## src/rtl/apd_pkg.sv

```systemverilog
// ==========================================================================
// shared constants and types of the addressing and prebyte decoder
package apd_pkg;

  // ========================================================================
  // instruction set figures
  localparam int          NUM_INSTR   = 63;
  localparam int          MAX_LEN     = 4;
  localparam logic [15:0] RESET_PC    = 16'h0000;

  // ========================================================================
  // prebyte values and the rcall opcode
  localparam logic [7:0]  PRE_Y_VAL   = 8'h90;
  localparam logic [7:0]  PRE_IY_VAL  = 8'h91;
  localparam logic [7:0]  PRE_IND_VAL = 8'h92;
  localparam logic [7:0]  OPC_RCALL   = 8'h93;

  // ========================================================================
  // opcode groups (upper nibble)
  localparam logic [3:0]  G_BTB       = 4'h0;
  localparam logic [3:0]  G_BIT       = 4'h1;
  localparam logic [3:0]  G_REL       = 4'h2;
  localparam logic [3:0]  G_RMW_DIR   = 4'h3;
  localparam logic [3:0]  G_RMW_A     = 4'h4;
  localparam logic [3:0]  G_RMW_X     = 4'h5;
  localparam logic [3:0]  G_RMW_IDXS  = 4'h6;
  localparam logic [3:0]  G_RMW_IDX0  = 4'h7;
  localparam logic [3:0]  G_MISC      = 4'h8;
  localparam logic [3:0]  G_PRE       = 4'h9;
  localparam logic [3:0]  G_ALU_IMM   = 4'ha;
  localparam logic [3:0]  G_ALU_DIRS  = 4'hb;
  localparam logic [3:0]  G_ALU_DIRL  = 4'hc;
  localparam logic [3:0]  G_ALU_IDXL  = 4'hd;
  localparam logic [3:0]  G_ALU_IDXS  = 4'he;
  localparam logic [3:0]  G_ALU_IDX0  = 4'hf;

  // ========================================================================
  // operation codes (lower nibble)
  localparam logic [3:0]  ALU_LAST    = 4'h9;
  localparam logic [3:0]  RMW_LAST    = 4'hb;
  localparam logic [3:0]  MISC_LAST   = 4'hd;
  localparam logic [3:0]  OP_JP       = 4'hc;
  localparam logic [3:0]  OP_CALL     = 4'hd;
  localparam logic [3:0]  OP_LDX_IMM  = 4'he;
  localparam logic [3:0]  OP_CPX_IMM  = 4'hf;

  typedef enum logic [1:0] {PF_NONE, PF_Y, PF_IND, PF_IND_Y} apd_pre_t;

  typedef enum logic [1:0] {BS_ZERO, BS_B1, BS_B1B2, BS_PTR} apd_base_t;

  typedef enum logic [4:0] {
    M_INH, M_IMM, M_DIR_S, M_DIR_L, M_IDX_0, M_IDX_S, M_IDX_L, M_IND_S, M_IND_L,
    M_IIX_S, M_IIX_L, M_REL_D, M_REL_I, M_BIT_D, M_BIT_I, M_BTB_D, M_BTB_I
  } apd_mode_t;

  typedef enum logic [2:0] {S_OP, S_DEC, S_OPND, S_PTR, S_FIN, S_OUT, S_TRAP} apd_state_t;

endpackage : apd_pkg

```

## src/rtl/apd_ea_adder.sv

```systemverilog
`timescale 1ns/1ps
`default_nettype none
// ==========================================================================
// effective address and branch target arithmetic
module apd_ea_adder (
  input  wire logic [15:0] i_base,
  input  wire logic [7:0]  i_idx,
  input  wire logic [15:0] i_pc,
  input  wire logic [7:0]  i_ofs,
  output logic      [15:0] o_ea,
  output logic      [15:0] o_target
);
  // unsigned index add; a short base plus index tops out at 1fe
  assign o_ea     = i_base + {8'h00, i_idx};
  // signed 8-bit displacement on the address of the next instruction
  assign o_target = i_pc + {{8{i_ofs[7]}}, i_ofs};

endmodule : apd_ea_adder
`default_nettype wire

```

## src/rtl/apd_opclass.sv

```systemverilog
`timescale 1ns/1ps
`default_nettype none
// ==========================================================================
// opcode classifier: mode, index choice, legality, prebyte acceptance
module apd_opclass
  import apd_pkg::*;
(
  input  wire logic [7:0] i_opc,
  input  wire apd_pkg::apd_pre_t i_pre,
  output apd_pkg::apd_mode_t o_mode,
  output logic            o_use_y,
  output logic            o_legal,
  output logic            o_unauth
);
  logic [3:0] hi;
  logic [3:0] lo;
  logic       ok_y;
  logic       ok_ind;
  logic       ok_iy;
  logic       ind;
  logic       acc;

  assign hi  = i_opc[7:4];
  assign lo  = i_opc[3:0];
  assign ind = (i_pre == PF_IND) || (i_pre == PF_IND_Y);

  always_comb begin
    o_mode = M_INH;
    o_legal = 1'b0;
    ok_y = 1'b0;
    ok_ind = 1'b0;
    ok_iy = 1'b0;
    // long forms exist only for the alu class; rmw, bit and jumps stay short
    case (hi)
      G_BTB:      begin o_legal = 1'b1; ok_ind = 1'b1; o_mode = ind ? M_BTB_I : M_BTB_D; end
      G_BIT:      begin o_legal = 1'b1; ok_ind = 1'b1; o_mode = ind ? M_BIT_I : M_BIT_D; end
      G_REL:      begin o_legal = 1'b1; ok_ind = 1'b1; o_mode = ind ? M_REL_I : M_REL_D; end
      G_RMW_DIR:  begin o_legal = (lo <= RMW_LAST); ok_ind = 1'b1; o_mode = ind ? M_IND_S : M_DIR_S; end
      G_RMW_A:    begin o_legal = (lo <= RMW_LAST); end
      G_RMW_X:    begin o_legal = (lo <= RMW_LAST); ok_y = 1'b1; end
      G_RMW_IDXS: begin
        o_legal = (lo <= RMW_LAST);
        {ok_y, ok_ind, ok_iy} = 3'b111;
        o_mode = ind ? M_IIX_S : M_IDX_S;
      end
      G_RMW_IDX0: begin o_legal = (lo <= RMW_LAST); ok_y = 1'b1; o_mode = M_IDX_0; end
      G_MISC:     begin o_legal = (lo <= MISC_LAST); end
      // a prebyte met here is legal but never accepted after another one
      G_PRE:      begin
        o_legal = (i_opc <= OPC_RCALL) && (i_pre != PF_NONE || i_opc == OPC_RCALL);
        ok_ind = (i_opc == OPC_RCALL);
        o_mode = ind ? M_REL_I : M_REL_D;
      end
      G_ALU_IMM:  begin
        o_legal = (lo <= ALU_LAST) || (lo == OP_LDX_IMM) || (lo == OP_CPX_IMM);
        ok_y = (lo == OP_LDX_IMM) || (lo == OP_CPX_IMM);
        o_mode = M_IMM;
      end
      G_ALU_DIRS: begin o_legal = (lo <= ALU_LAST) || (lo == OP_JP) || (lo == OP_CALL);
                        ok_ind = 1'b1; o_mode = ind ? M_IND_S : M_DIR_S; end
      G_ALU_DIRL: begin o_legal = (lo <= ALU_LAST); ok_ind = 1'b1; o_mode = ind ? M_IND_L : M_DIR_L; end
      G_ALU_IDXL: begin o_legal = (lo <= ALU_LAST); {ok_y, ok_ind, ok_iy} = 3'b111;
                        o_mode = ind ? M_IIX_L : M_IDX_L; end
      G_ALU_IDXS: begin o_legal = (lo <= ALU_LAST) || (lo == OP_JP) || (lo == OP_CALL);
                        {ok_y, ok_ind, ok_iy} = 3'b111; o_mode = ind ? M_IIX_S : M_IDX_S; end
      default:    begin o_legal = (lo <= ALU_LAST) || (lo == OP_JP) || (lo == OP_CALL);
                        ok_y = 1'b1; o_mode = M_IDX_0; end
    endcase
    acc = (i_pre == PF_NONE) || ((i_pre == PF_Y) && ok_y)
        || ((i_pre == PF_IND) && ok_ind) || ((i_pre == PF_IND_Y) && ok_iy);
    o_unauth = o_legal && !acc;
  end

  assign o_use_y = (i_pre == PF_Y) || (i_pre == PF_IND_Y);

endmodule : apd_opclass
`default_nettype wire

```

## src/rtl/apd_decoder.sv

```systemverilog
`timescale 1ns/1ps
`default_nettype none
// ==========================================================================
// instruction fetch, prebyte handling and effective address sequencing

module apd_decoder
  import apd_pkg::*;
#(
  parameter logic [15:0] START_PC = RESET_PC
) (
  input  wire logic          I_CLK,
  input  wire logic          I_SYS_RST,
  output logic               O_MEM_REQ,
  output logic      [15:0]   O_MEM_ADDR,
  input  wire logic          I_MEM_ACK,
  input  wire logic [7:0]    I_MEM_RDATA,
  input  wire logic [7:0]    I_X,
  input  wire logic [7:0]    I_Y,
  input  wire logic          I_PC_LOAD,
  input  wire logic [15:0]   I_PC_VALUE,
  input  wire logic          I_EXEC_READY,
  output logic               O_DEC_VALID,
  output logic      [7:0]    O_DEC_OPCODE,
  output apd_pkg::apd_mode_t O_DEC_MODE,
  output logic               O_DEC_USE_Y,
  output logic      [15:0]   O_DEC_EA,
  output logic      [7:0]    O_DEC_OPERAND,
  output logic      [15:0]   O_DEC_TARGET,
  output logic      [15:0]   O_DEC_NEXT_PC,
  output logic      [2:0]    O_DEC_LEN,
  output logic               O_DEC_UNAUTH,
  output logic               O_ILLEGAL_RST
);

  // ========================================================================
  // state record
  typedef struct packed {
    apd_state_t  st;
    logic [15:0] pc;
    logic [15:0] addr;
    apd_pre_t    pre;
    logic [7:0]  opc;
    logic [1:0]  cnt;
    logic [7:0]  b1;
    logic [7:0]  b2;
    logic [7:0]  p_hi;
    logic [7:0]  p_lo;
    apd_mode_t   mode;
    logic        use_y;
    logic [2:0]  len;
    logic        valid;
    logic [15:0] ea;
    logic [15:0] target;
    logic        unauth;
    logic        ill;
  } apd_dec_state_t;

  apd_dec_state_t cur;
  apd_dec_state_t next_s;

  // every field spelled out, so no enum member is left to a blanket fill
  localparam apd_dec_state_t IDLE_STATE = '{
    st:     S_OP,
    pc:     START_PC,
    addr:   START_PC,
    pre:    PF_NONE,
    opc:    8'h00,
    cnt:    2'h0,
    b1:     8'h00,
    b2:     8'h00,
    p_hi:   8'h00,
    p_lo:   8'h00,
    mode:   M_INH,
    use_y:  1'h0,
    len:    3'h0,
    valid:  1'h0,
    ea:     16'h0000,
    target: 16'h0000,
    unauth: 1'h0,
    ill:    1'h0
  };

  // ========================================================================
  // per-mode decode helpers
  function automatic logic [1:0] ext_bytes(input apd_mode_t m);
    case (m)
      M_INH, M_IDX_0:                   ext_bytes = 2'd0;
      M_DIR_L, M_IDX_L:                 ext_bytes = 2'd2;
      M_BTB_D, M_BTB_I:                 ext_bytes = 2'd2;
      default:                          ext_bytes = 2'd1;
    endcase
  endfunction : ext_bytes

  function automatic logic [1:0] ptr_bytes(input apd_mode_t m);
    case (m)
      M_IND_L, M_IIX_L:                 ptr_bytes = 2'd2;
      M_IND_S, M_IIX_S, M_REL_I,
      M_BIT_I, M_BTB_I:                 ptr_bytes = 2'd1;
      default:                          ptr_bytes = 2'd0;
    endcase
  endfunction : ptr_bytes

  function automatic apd_base_t base_of(input apd_mode_t m);
    case (m)
      M_DIR_S, M_IDX_S, M_BIT_D, M_BTB_D: base_of = BS_B1;
      M_DIR_L, M_IDX_L:                   base_of = BS_B1B2;
      M_IND_S, M_IND_L, M_IIX_S, M_IIX_L,
      M_BIT_I, M_BTB_I:                   base_of = BS_PTR;
      default:                            base_of = BS_ZERO;
    endcase
  endfunction : base_of

  function automatic logic adds_index(input apd_mode_t m);
    adds_index = (m == M_IDX_0) || (m == M_IDX_S) || (m == M_IDX_L)
              || (m == M_IIX_S) || (m == M_IIX_L);
  endfunction : adds_index

  function automatic logic is_prebyte(input logic [7:0] b);
    is_prebyte = (b == PRE_Y_VAL) || (b == PRE_IY_VAL) || (b == PRE_IND_VAL);
  endfunction : is_prebyte

  function automatic apd_pre_t pre_of(input logic [7:0] b);
    if (b == PRE_Y_VAL) begin
      pre_of = PF_Y;
    end else if (b == PRE_IY_VAL) begin
      pre_of = PF_IND_Y;
    end else begin
      pre_of = PF_IND;
    end
  endfunction : pre_of

  // ========================================================================
  // classifier and arithmetic
  apd_mode_t   cls_mode;
  logic        cls_use_y;
  logic        cls_legal;
  logic        cls_unauth;
  logic [15:0] base;
  logic [7:0]  idx;
  logic [7:0]  rel_ofs;
  logic [15:0] ea;
  logic [15:0] target;

  apd_opclass u_opclass (
    .i_opc    (cur.opc),
    .i_pre    (cur.pre),
    .o_mode   (cls_mode),
    .o_use_y  (cls_use_y),
    .o_legal  (cls_legal),
    .o_unauth (cls_unauth)
  );

  always_comb begin
    case (base_of(cur.mode))
      BS_B1:   base = {8'h00, cur.b1};
      BS_B1B2: base = {cur.b1, cur.b2};
      // a byte pointer lives in p_lo, so short pointers stay in page zero
      BS_PTR:  base = (ptr_bytes(cur.mode) == 2'd2) ? {cur.p_hi, cur.p_lo} : {8'h00, cur.p_lo};
      default: base = 16'h0000;
    endcase
    if (!adds_index(cur.mode)) begin
      idx = 8'h00;
    end else if (cur.use_y) begin
      idx = I_Y;
    end else begin
      idx = I_X;
    end
    case (cur.mode)
      M_REL_I:          rel_ofs = cur.p_lo;
      M_BTB_D, M_BTB_I: rel_ofs = cur.b2;
      default:          rel_ofs = cur.b1;
    endcase
  end

  // pc has already moved past the last byte when the target is formed
  apd_ea_adder u_ea_adder (
    .i_base   (base),
    .i_idx    (idx),
    .i_pc     (cur.pc),
    .i_ofs    (rel_ofs),
    .o_ea     (ea),
    .o_target (target)
  );

  // ========================================================================
  // sequencer
  always_comb begin
    next_s = cur;
    next_s.ill = 1'b0;
    next_s.unauth = 1'b0;
    case (cur.st)
      S_OP: begin
        if (I_PC_LOAD) begin
          next_s.pc = I_PC_VALUE;
          next_s.pre = PF_NONE;
          next_s.len = 3'd0;
        end else if (I_MEM_ACK) begin
          next_s.pc = cur.pc + 16'h0001;
          next_s.len = cur.len + 3'd1;
          // only the first prebyte is latched; a second is taken as an opcode
          if ((cur.pre == PF_NONE) && is_prebyte(I_MEM_RDATA)) begin
            next_s.pre = pre_of(I_MEM_RDATA);
          end else begin
            next_s.opc = I_MEM_RDATA;
            next_s.st = S_DEC;
          end
        end
      end
      S_DEC: begin
        if (!cls_legal) begin
          next_s.ill = 1'b1;
          next_s.st = S_TRAP;
        end else if (cls_unauth) begin
          // dropped without reset; fetch resumes behind the opcode
          next_s.unauth = 1'b1;
          next_s.pre = PF_NONE;
          next_s.len = 3'd0;
          next_s.st = S_OP;
        end else begin
          next_s.mode = cls_mode;
          next_s.use_y = cls_use_y;
          next_s.cnt = 2'd0;
          if (ext_bytes(cls_mode) != 2'd0) begin
            next_s.st = S_OPND;
          end else begin
            next_s.st = S_FIN;
          end
        end
      end
      S_OPND: begin
        if (I_MEM_ACK) begin
          next_s.pc = cur.pc + 16'h0001;
          next_s.len = cur.len + 3'd1;
          if (cur.cnt == 2'd0) begin
            next_s.b1 = I_MEM_RDATA;
          end else begin
            next_s.b2 = I_MEM_RDATA;
          end
          if (cur.cnt + 2'd1 == ext_bytes(cur.mode)) begin
            next_s.cnt = 2'd0;
            next_s.st = (ptr_bytes(cur.mode) != 2'd0) ? S_PTR : S_FIN;
          end else begin
            next_s.cnt = cur.cnt + 2'd1;
          end
        end
      end
      S_PTR: begin
        // word pointers are stored high byte first
        if (I_MEM_ACK) begin
          if ((ptr_bytes(cur.mode) == 2'd2) && (cur.cnt == 2'd0)) begin
            next_s.p_hi = I_MEM_RDATA;
          end else begin
            next_s.p_lo = I_MEM_RDATA;
          end
          if (cur.cnt + 2'd1 == ptr_bytes(cur.mode)) begin
            next_s.st = S_FIN;
          end else begin
            next_s.cnt = cur.cnt + 2'd1;
          end
        end
      end
      S_FIN: begin
        // index registers are sampled here, after every byte is in
        next_s.ea = ea;
        next_s.target = target;
        next_s.valid = 1'b1;
        next_s.pre = PF_NONE;
        next_s.st = S_OUT;
      end
      S_OUT: begin
        if (I_EXEC_READY) begin
          next_s.valid = 1'b0;
          next_s.len = 3'd0;
          next_s.st = S_OP;
          if (I_PC_LOAD) begin
            next_s.pc = I_PC_VALUE;
          end
        end
      end
      default: begin
        // parked until the system reset that was requested comes back
        next_s.st = S_TRAP;
      end
    endcase
    if (next_s.st == S_PTR) begin
      next_s.addr = {8'h00, next_s.b1} + {14'h0000, next_s.cnt};
    end else begin
      next_s.addr = next_s.pc;
    end
  end

  always_ff @(posedge I_CLK or posedge I_SYS_RST) begin
    if (I_SYS_RST) begin
      cur <= IDLE_STATE;
    end else begin
      cur <= next_s;
    end
  end

  // ========================================================================
  // outputs
  assign O_MEM_REQ     = ((cur.st == S_OP) && !I_PC_LOAD) || (cur.st == S_OPND) || (cur.st == S_PTR);
  assign O_MEM_ADDR    = cur.addr;
  assign O_DEC_VALID   = cur.valid;
  assign O_DEC_OPCODE  = cur.opc;
  assign O_DEC_MODE    = cur.mode;
  assign O_DEC_USE_Y   = cur.use_y;
  assign O_DEC_EA      = cur.ea;
  assign O_DEC_OPERAND = cur.b1;
  assign O_DEC_TARGET  = cur.target;
  assign O_DEC_NEXT_PC = cur.pc;
  assign O_DEC_LEN     = cur.len;
  assign O_DEC_UNAUTH  = cur.unauth;
  assign O_ILLEGAL_RST = cur.ill;

endmodule : apd_decoder
`default_nettype wire

```

## config.mk

```make
export PLATFORM = sky130hd
export DESIGN_NAME = apd_decoder
export DESIGN_NICKNAME = d
export VERILOG_FILES = /design/src/rtl/apd_pkg.sv /design/src/rtl/apd_ea_adder.sv /design/src/rtl/apd_opclass.sv /design/src/rtl/apd_decoder.sv
export SDC_FILE = /design/constraint.sdc
export NUM_CORES = 1
export LEC_CHECK = 0
export BUFFER_PORTS_ARGS = -buffer_cell sky130_fd_sc_hd__buf_2
export CAP_MARGIN = 30
export CORE_AREA = 2 2 188 144
export DETAILED_ROUTE_END_ITERATION = 16
export DIE_AREA = 0 0 190 146
export SETUP_SLACK_MARGIN = 0.05
export SLEW_MARGIN = 25
export SYNTH_ARGS = -nofsm -noshare
export SYNTH_HDL_FRONTEND = slang
export SYNTH_SLANG_ARGS = --single-unit
```

## constraint.sdc

```tcl
create_clock -name I_CLK -period 11.2 [get_ports I_CLK]
set_clock_uncertainty 0.1 [all_clocks]
set_input_delay 1.68 -clock I_CLK [delete_from_list [all_inputs] [get_ports I_CLK]]
set_output_delay 1.68 -clock I_CLK [all_outputs]
set_load 0.05 [all_outputs]
```

==> results by group <==
Setup path
  • CP Max Fanout: 10
  • Worst path top cell family by delay: simple AND/OR/NAND/NOR gates
  • Crit path arrival time: ~3000 ps
  • CP Launch Type: input port
  • CP Class: in -> out
  • CP peak stage delay: about 330 ps
  • Bufs and invs on worst path: 2
  • Crit end category: primary output
  • Worst EP required: around 9400 ps
  • CP max-delay cell: nand2_1
  • Crit-path cells: buf_2, nand2b_1, nand2_1, nand2_1, buf_2

Timing
  • Final Critical Period: around 4800 ps
  • Worst slew pin tran: slightly above 900 ps
  • Max-slew headroom: 38.9%
  • Final setup violation count: 0
  • Final period utilization: 42.8%
  • RSZ-0062 raised after global routing: no
  • Post-Route Setup TNS: 0 ps
  • Fmax: 209 MHz
  • Slew Limit Fails: 0
  • Final Hold Fails: 0

Final layout
  • Layout filler cell count: 2,646
  • Multi-input gate area: roughly 0.0049 mm²
  • Syn-to-layout area delta: 9.90%
  • Diodes inserted: 0
  • # nets final: 1,098
  • Register area: ~0.003 mm²
  • Share of layout cells above drive strength 1: roughly 25%

Global routing
  • Grt ovf: 0
  • First-pass GRT wire length: between 40,000 and 50,000 µm
  • Total GRT Usage: 19.0%
  • Vias in the first global route: about 7,100
  • Initial antenna violation count: 0
  • Largest net degree at the start of global routing: 66

Clock tree
  • Post-CTS Resized: 0
  • Worst-path clk slew: ~60 ps
  • Max clock buf depth: 2
  • CTS tree: done
  • Post-cts hold buffer count: 0
  • Clk sinks: 123
  • Worst skew pair latency: around 430 ps
  • Root Driver: clkbuf_16
  • Total CTS buffers: 17
  • Post-CTS Setup Bufs: 0
  • Max H-tree Level: 4

Floorplan
  • Die width: roughly 190 µm
  • Die area: ~0.028 mm²
  • Die Ht: between 100 and 150 µm
  • I/O pin count: ~140
  • Rows: 51
  • Initial Util: 34.7%
  • Core box area: roughly 0.026 mm²

Synth
  • Avg Synthesized Cell Area: 8.98 µm²
  • Syn Inst Count: 994
  • EDFF count, synth: 0
  • Ys Warns: 0
  • Synth async-reset ratio: between 90% and 100%
  • Ys flop type: dfrtp_1
  • Cell Area, Synth: approximately 0.0089 mm²
  • Count of cell types in the netlist: 86
  • Syn_nets: between 1,000 and 1,500
  • Yosys reg bits: approximately 120
  • Seq/Total Area, Yosys: 34.5%

Drt
  • Final wirelength: roughly 26,000 µm
  • Detail Route Antenna Nets: 0
  • WL per Instance: around 19 µm
  • Remaining DRCs: 0
  • Initial DRC count: between 500 and 600
  • Vias per std cell: approximately 5.5
  • Via count: approximately 7,600
  • DRT Pass-1 Iters: 8

Worst hold path
  • Worst hold path class: reg -> reg

Place
  • Port Buffer Count: around 140
  • Final GP Congestion: ~0.90
  • Detailed Place HPWL: ~20,000 µm

Job
  • Max_cap viols: 0

Run status
  • Status: complete, no violations
==> layout make-up <==
cell class,instances,share of cell area (%)
clock buffer,20,4.65
clock inverter,12,1.01
inverter,25,0.982
multi-input combinational,712,50.0
sequential,123,31.4
tap,344,4.38
timing repair buffer,143,7.57
==> through the flow <==
stage / cell area, µm² / setup slack [ps] / utilization [%] / hold WS (ps) / instances
after floorplan: 8930 / 6150 / - / 340 / 994
after global placement: 9240 / 6400 / 35.9 / 351 / 1346
after detailed placement: 9260 / 6280 / 36.0 / 360 / 1347
after CTS: 9820 / 6460 / 38.2 / 374 / 1379
after global routing: 9820 / 6330 / 38.2 / 395 / 1379
final: 9820 / 6410 / 38.2 / 367 / 1379
==> worst reg2reg max path: cells and delay by family (launching register included) <==
kind | cells | cell delay [ps]
AO/OA/AOI/OAI | 4 | 640
XOR/XNOR | 1 | 140
adder cells (fa/ha/maj) | 2 | 520
buffers and inverters | 2 | 160
flip-flops | 1 | 630
multiplexers | 2 | 750
AND/OR/NAND/NOR | 3 | 1310
==> registers in the layout, summed over array words and instances, names as in the netlist, 5 cells and up <==
register       cells
O_DEC_EA          16
O_DEC_MODE         5
O_DEC_NEXT_PC     16
O_DEC_OPCODE       8
O_DEC_OPERAND      8
O_DEC_TARGET      16
O_MEM_ADDR        16
cur               31
==> path summary, 6_finish.rpt <==
path	startpoint	endpoint	slack (ps)	cells past startpoint
max	I_PC_LOAD	O_MEM_REQ	6410	5
min	O_DEC_EA[0]$_DFFE_PP0P_	O_DEC_EA[0]$_DFFE_PP0P_	370	2
max reg2reg	O_DEC_MODE[0]$_DFFE_PP0P_	O_MEM_ADDR[6]$_DFF_PP0_	6840	14
min reg2reg	O_DEC_EA[0]$_DFFE_PP0P_	O_DEC_EA[0]$_DFFE_PP0P_	370	2
max in group asynchronous	I_SYS_RST	cur[121]$_DFF_PP0_	8360	3
min in group asynchronous	I_SYS_RST	O_DEC_EA[14]$_DFFE_PP0P_	1290	2
==> cells in the final DEF (no fill, tap or decap), types with 6 or more instances in the layout <==
cell         n
a211oi_1    10
a21o_1      13
a21oi_1     50
a22oi_1     18
and2_1      22
and3_1       8
and4_1       7
buf_2      137
clkbuf_16   17
clkinv_2     6
dfrtp_1    123
ha_1        28
inv_1       24
mux2_2      46
mux2i_1     21
nand2_1    108
nand2b_1    11
nand3_1     25
nand4_1      8
nor2_1      58
nor2b_1     11
nor3_1      11
nor3b_1      7
nor4_1       9
o211ai_1     9
o21a_1      11
o21ai_0     60
o311ai_0     7
o31ai_1     11
or2_2        8
or3_1        7
xnor2_1     14
xor2_1       9
==> synthesized netlist by cell type (12+ instances only) <==
cell / instances / area, µm²
a21o_1: 13 / 97.6
a21oi_1: 50 / 250
a22oi_1: 18 / 135
and2_1: 22 / 138
buf_2: 12 / 60.1
buf_4: 88 / 661
clkbuf_1: 30 / 113
dfrtp_1: 123 / 3080
ha_1: 28 / 350
inv_1: 25 / 93.8
mux2_2: 46 / 518
mux2i_1: 21 / 210
nand2_1: 108 / 405
nand3_1: 25 / 125
nor2_1: 58 / 218
o21ai_0: 60 / 300
xnor2_1: 14 / 123
==> cell families after synthesis <==
logic type	share of synthesized area [%]
buf+inv	10.5
xor+xnor	2.26
flops	34.5
simple gates	19.0
compound gates	20.5
fa+ha+maj	4.60
mux	8.60
==> layer usage <==
layer / wire, µm / global-route usage, %
met1: 13700 / 29.6
met2: 10600 / 25.8
met3: 1760 / 5.16
met4: 293 / 4.11
met5: 0 / 0
Power is not shown: default switching activity piles up to over one toggle a cycle in this logic, so the estimate is an artifact.
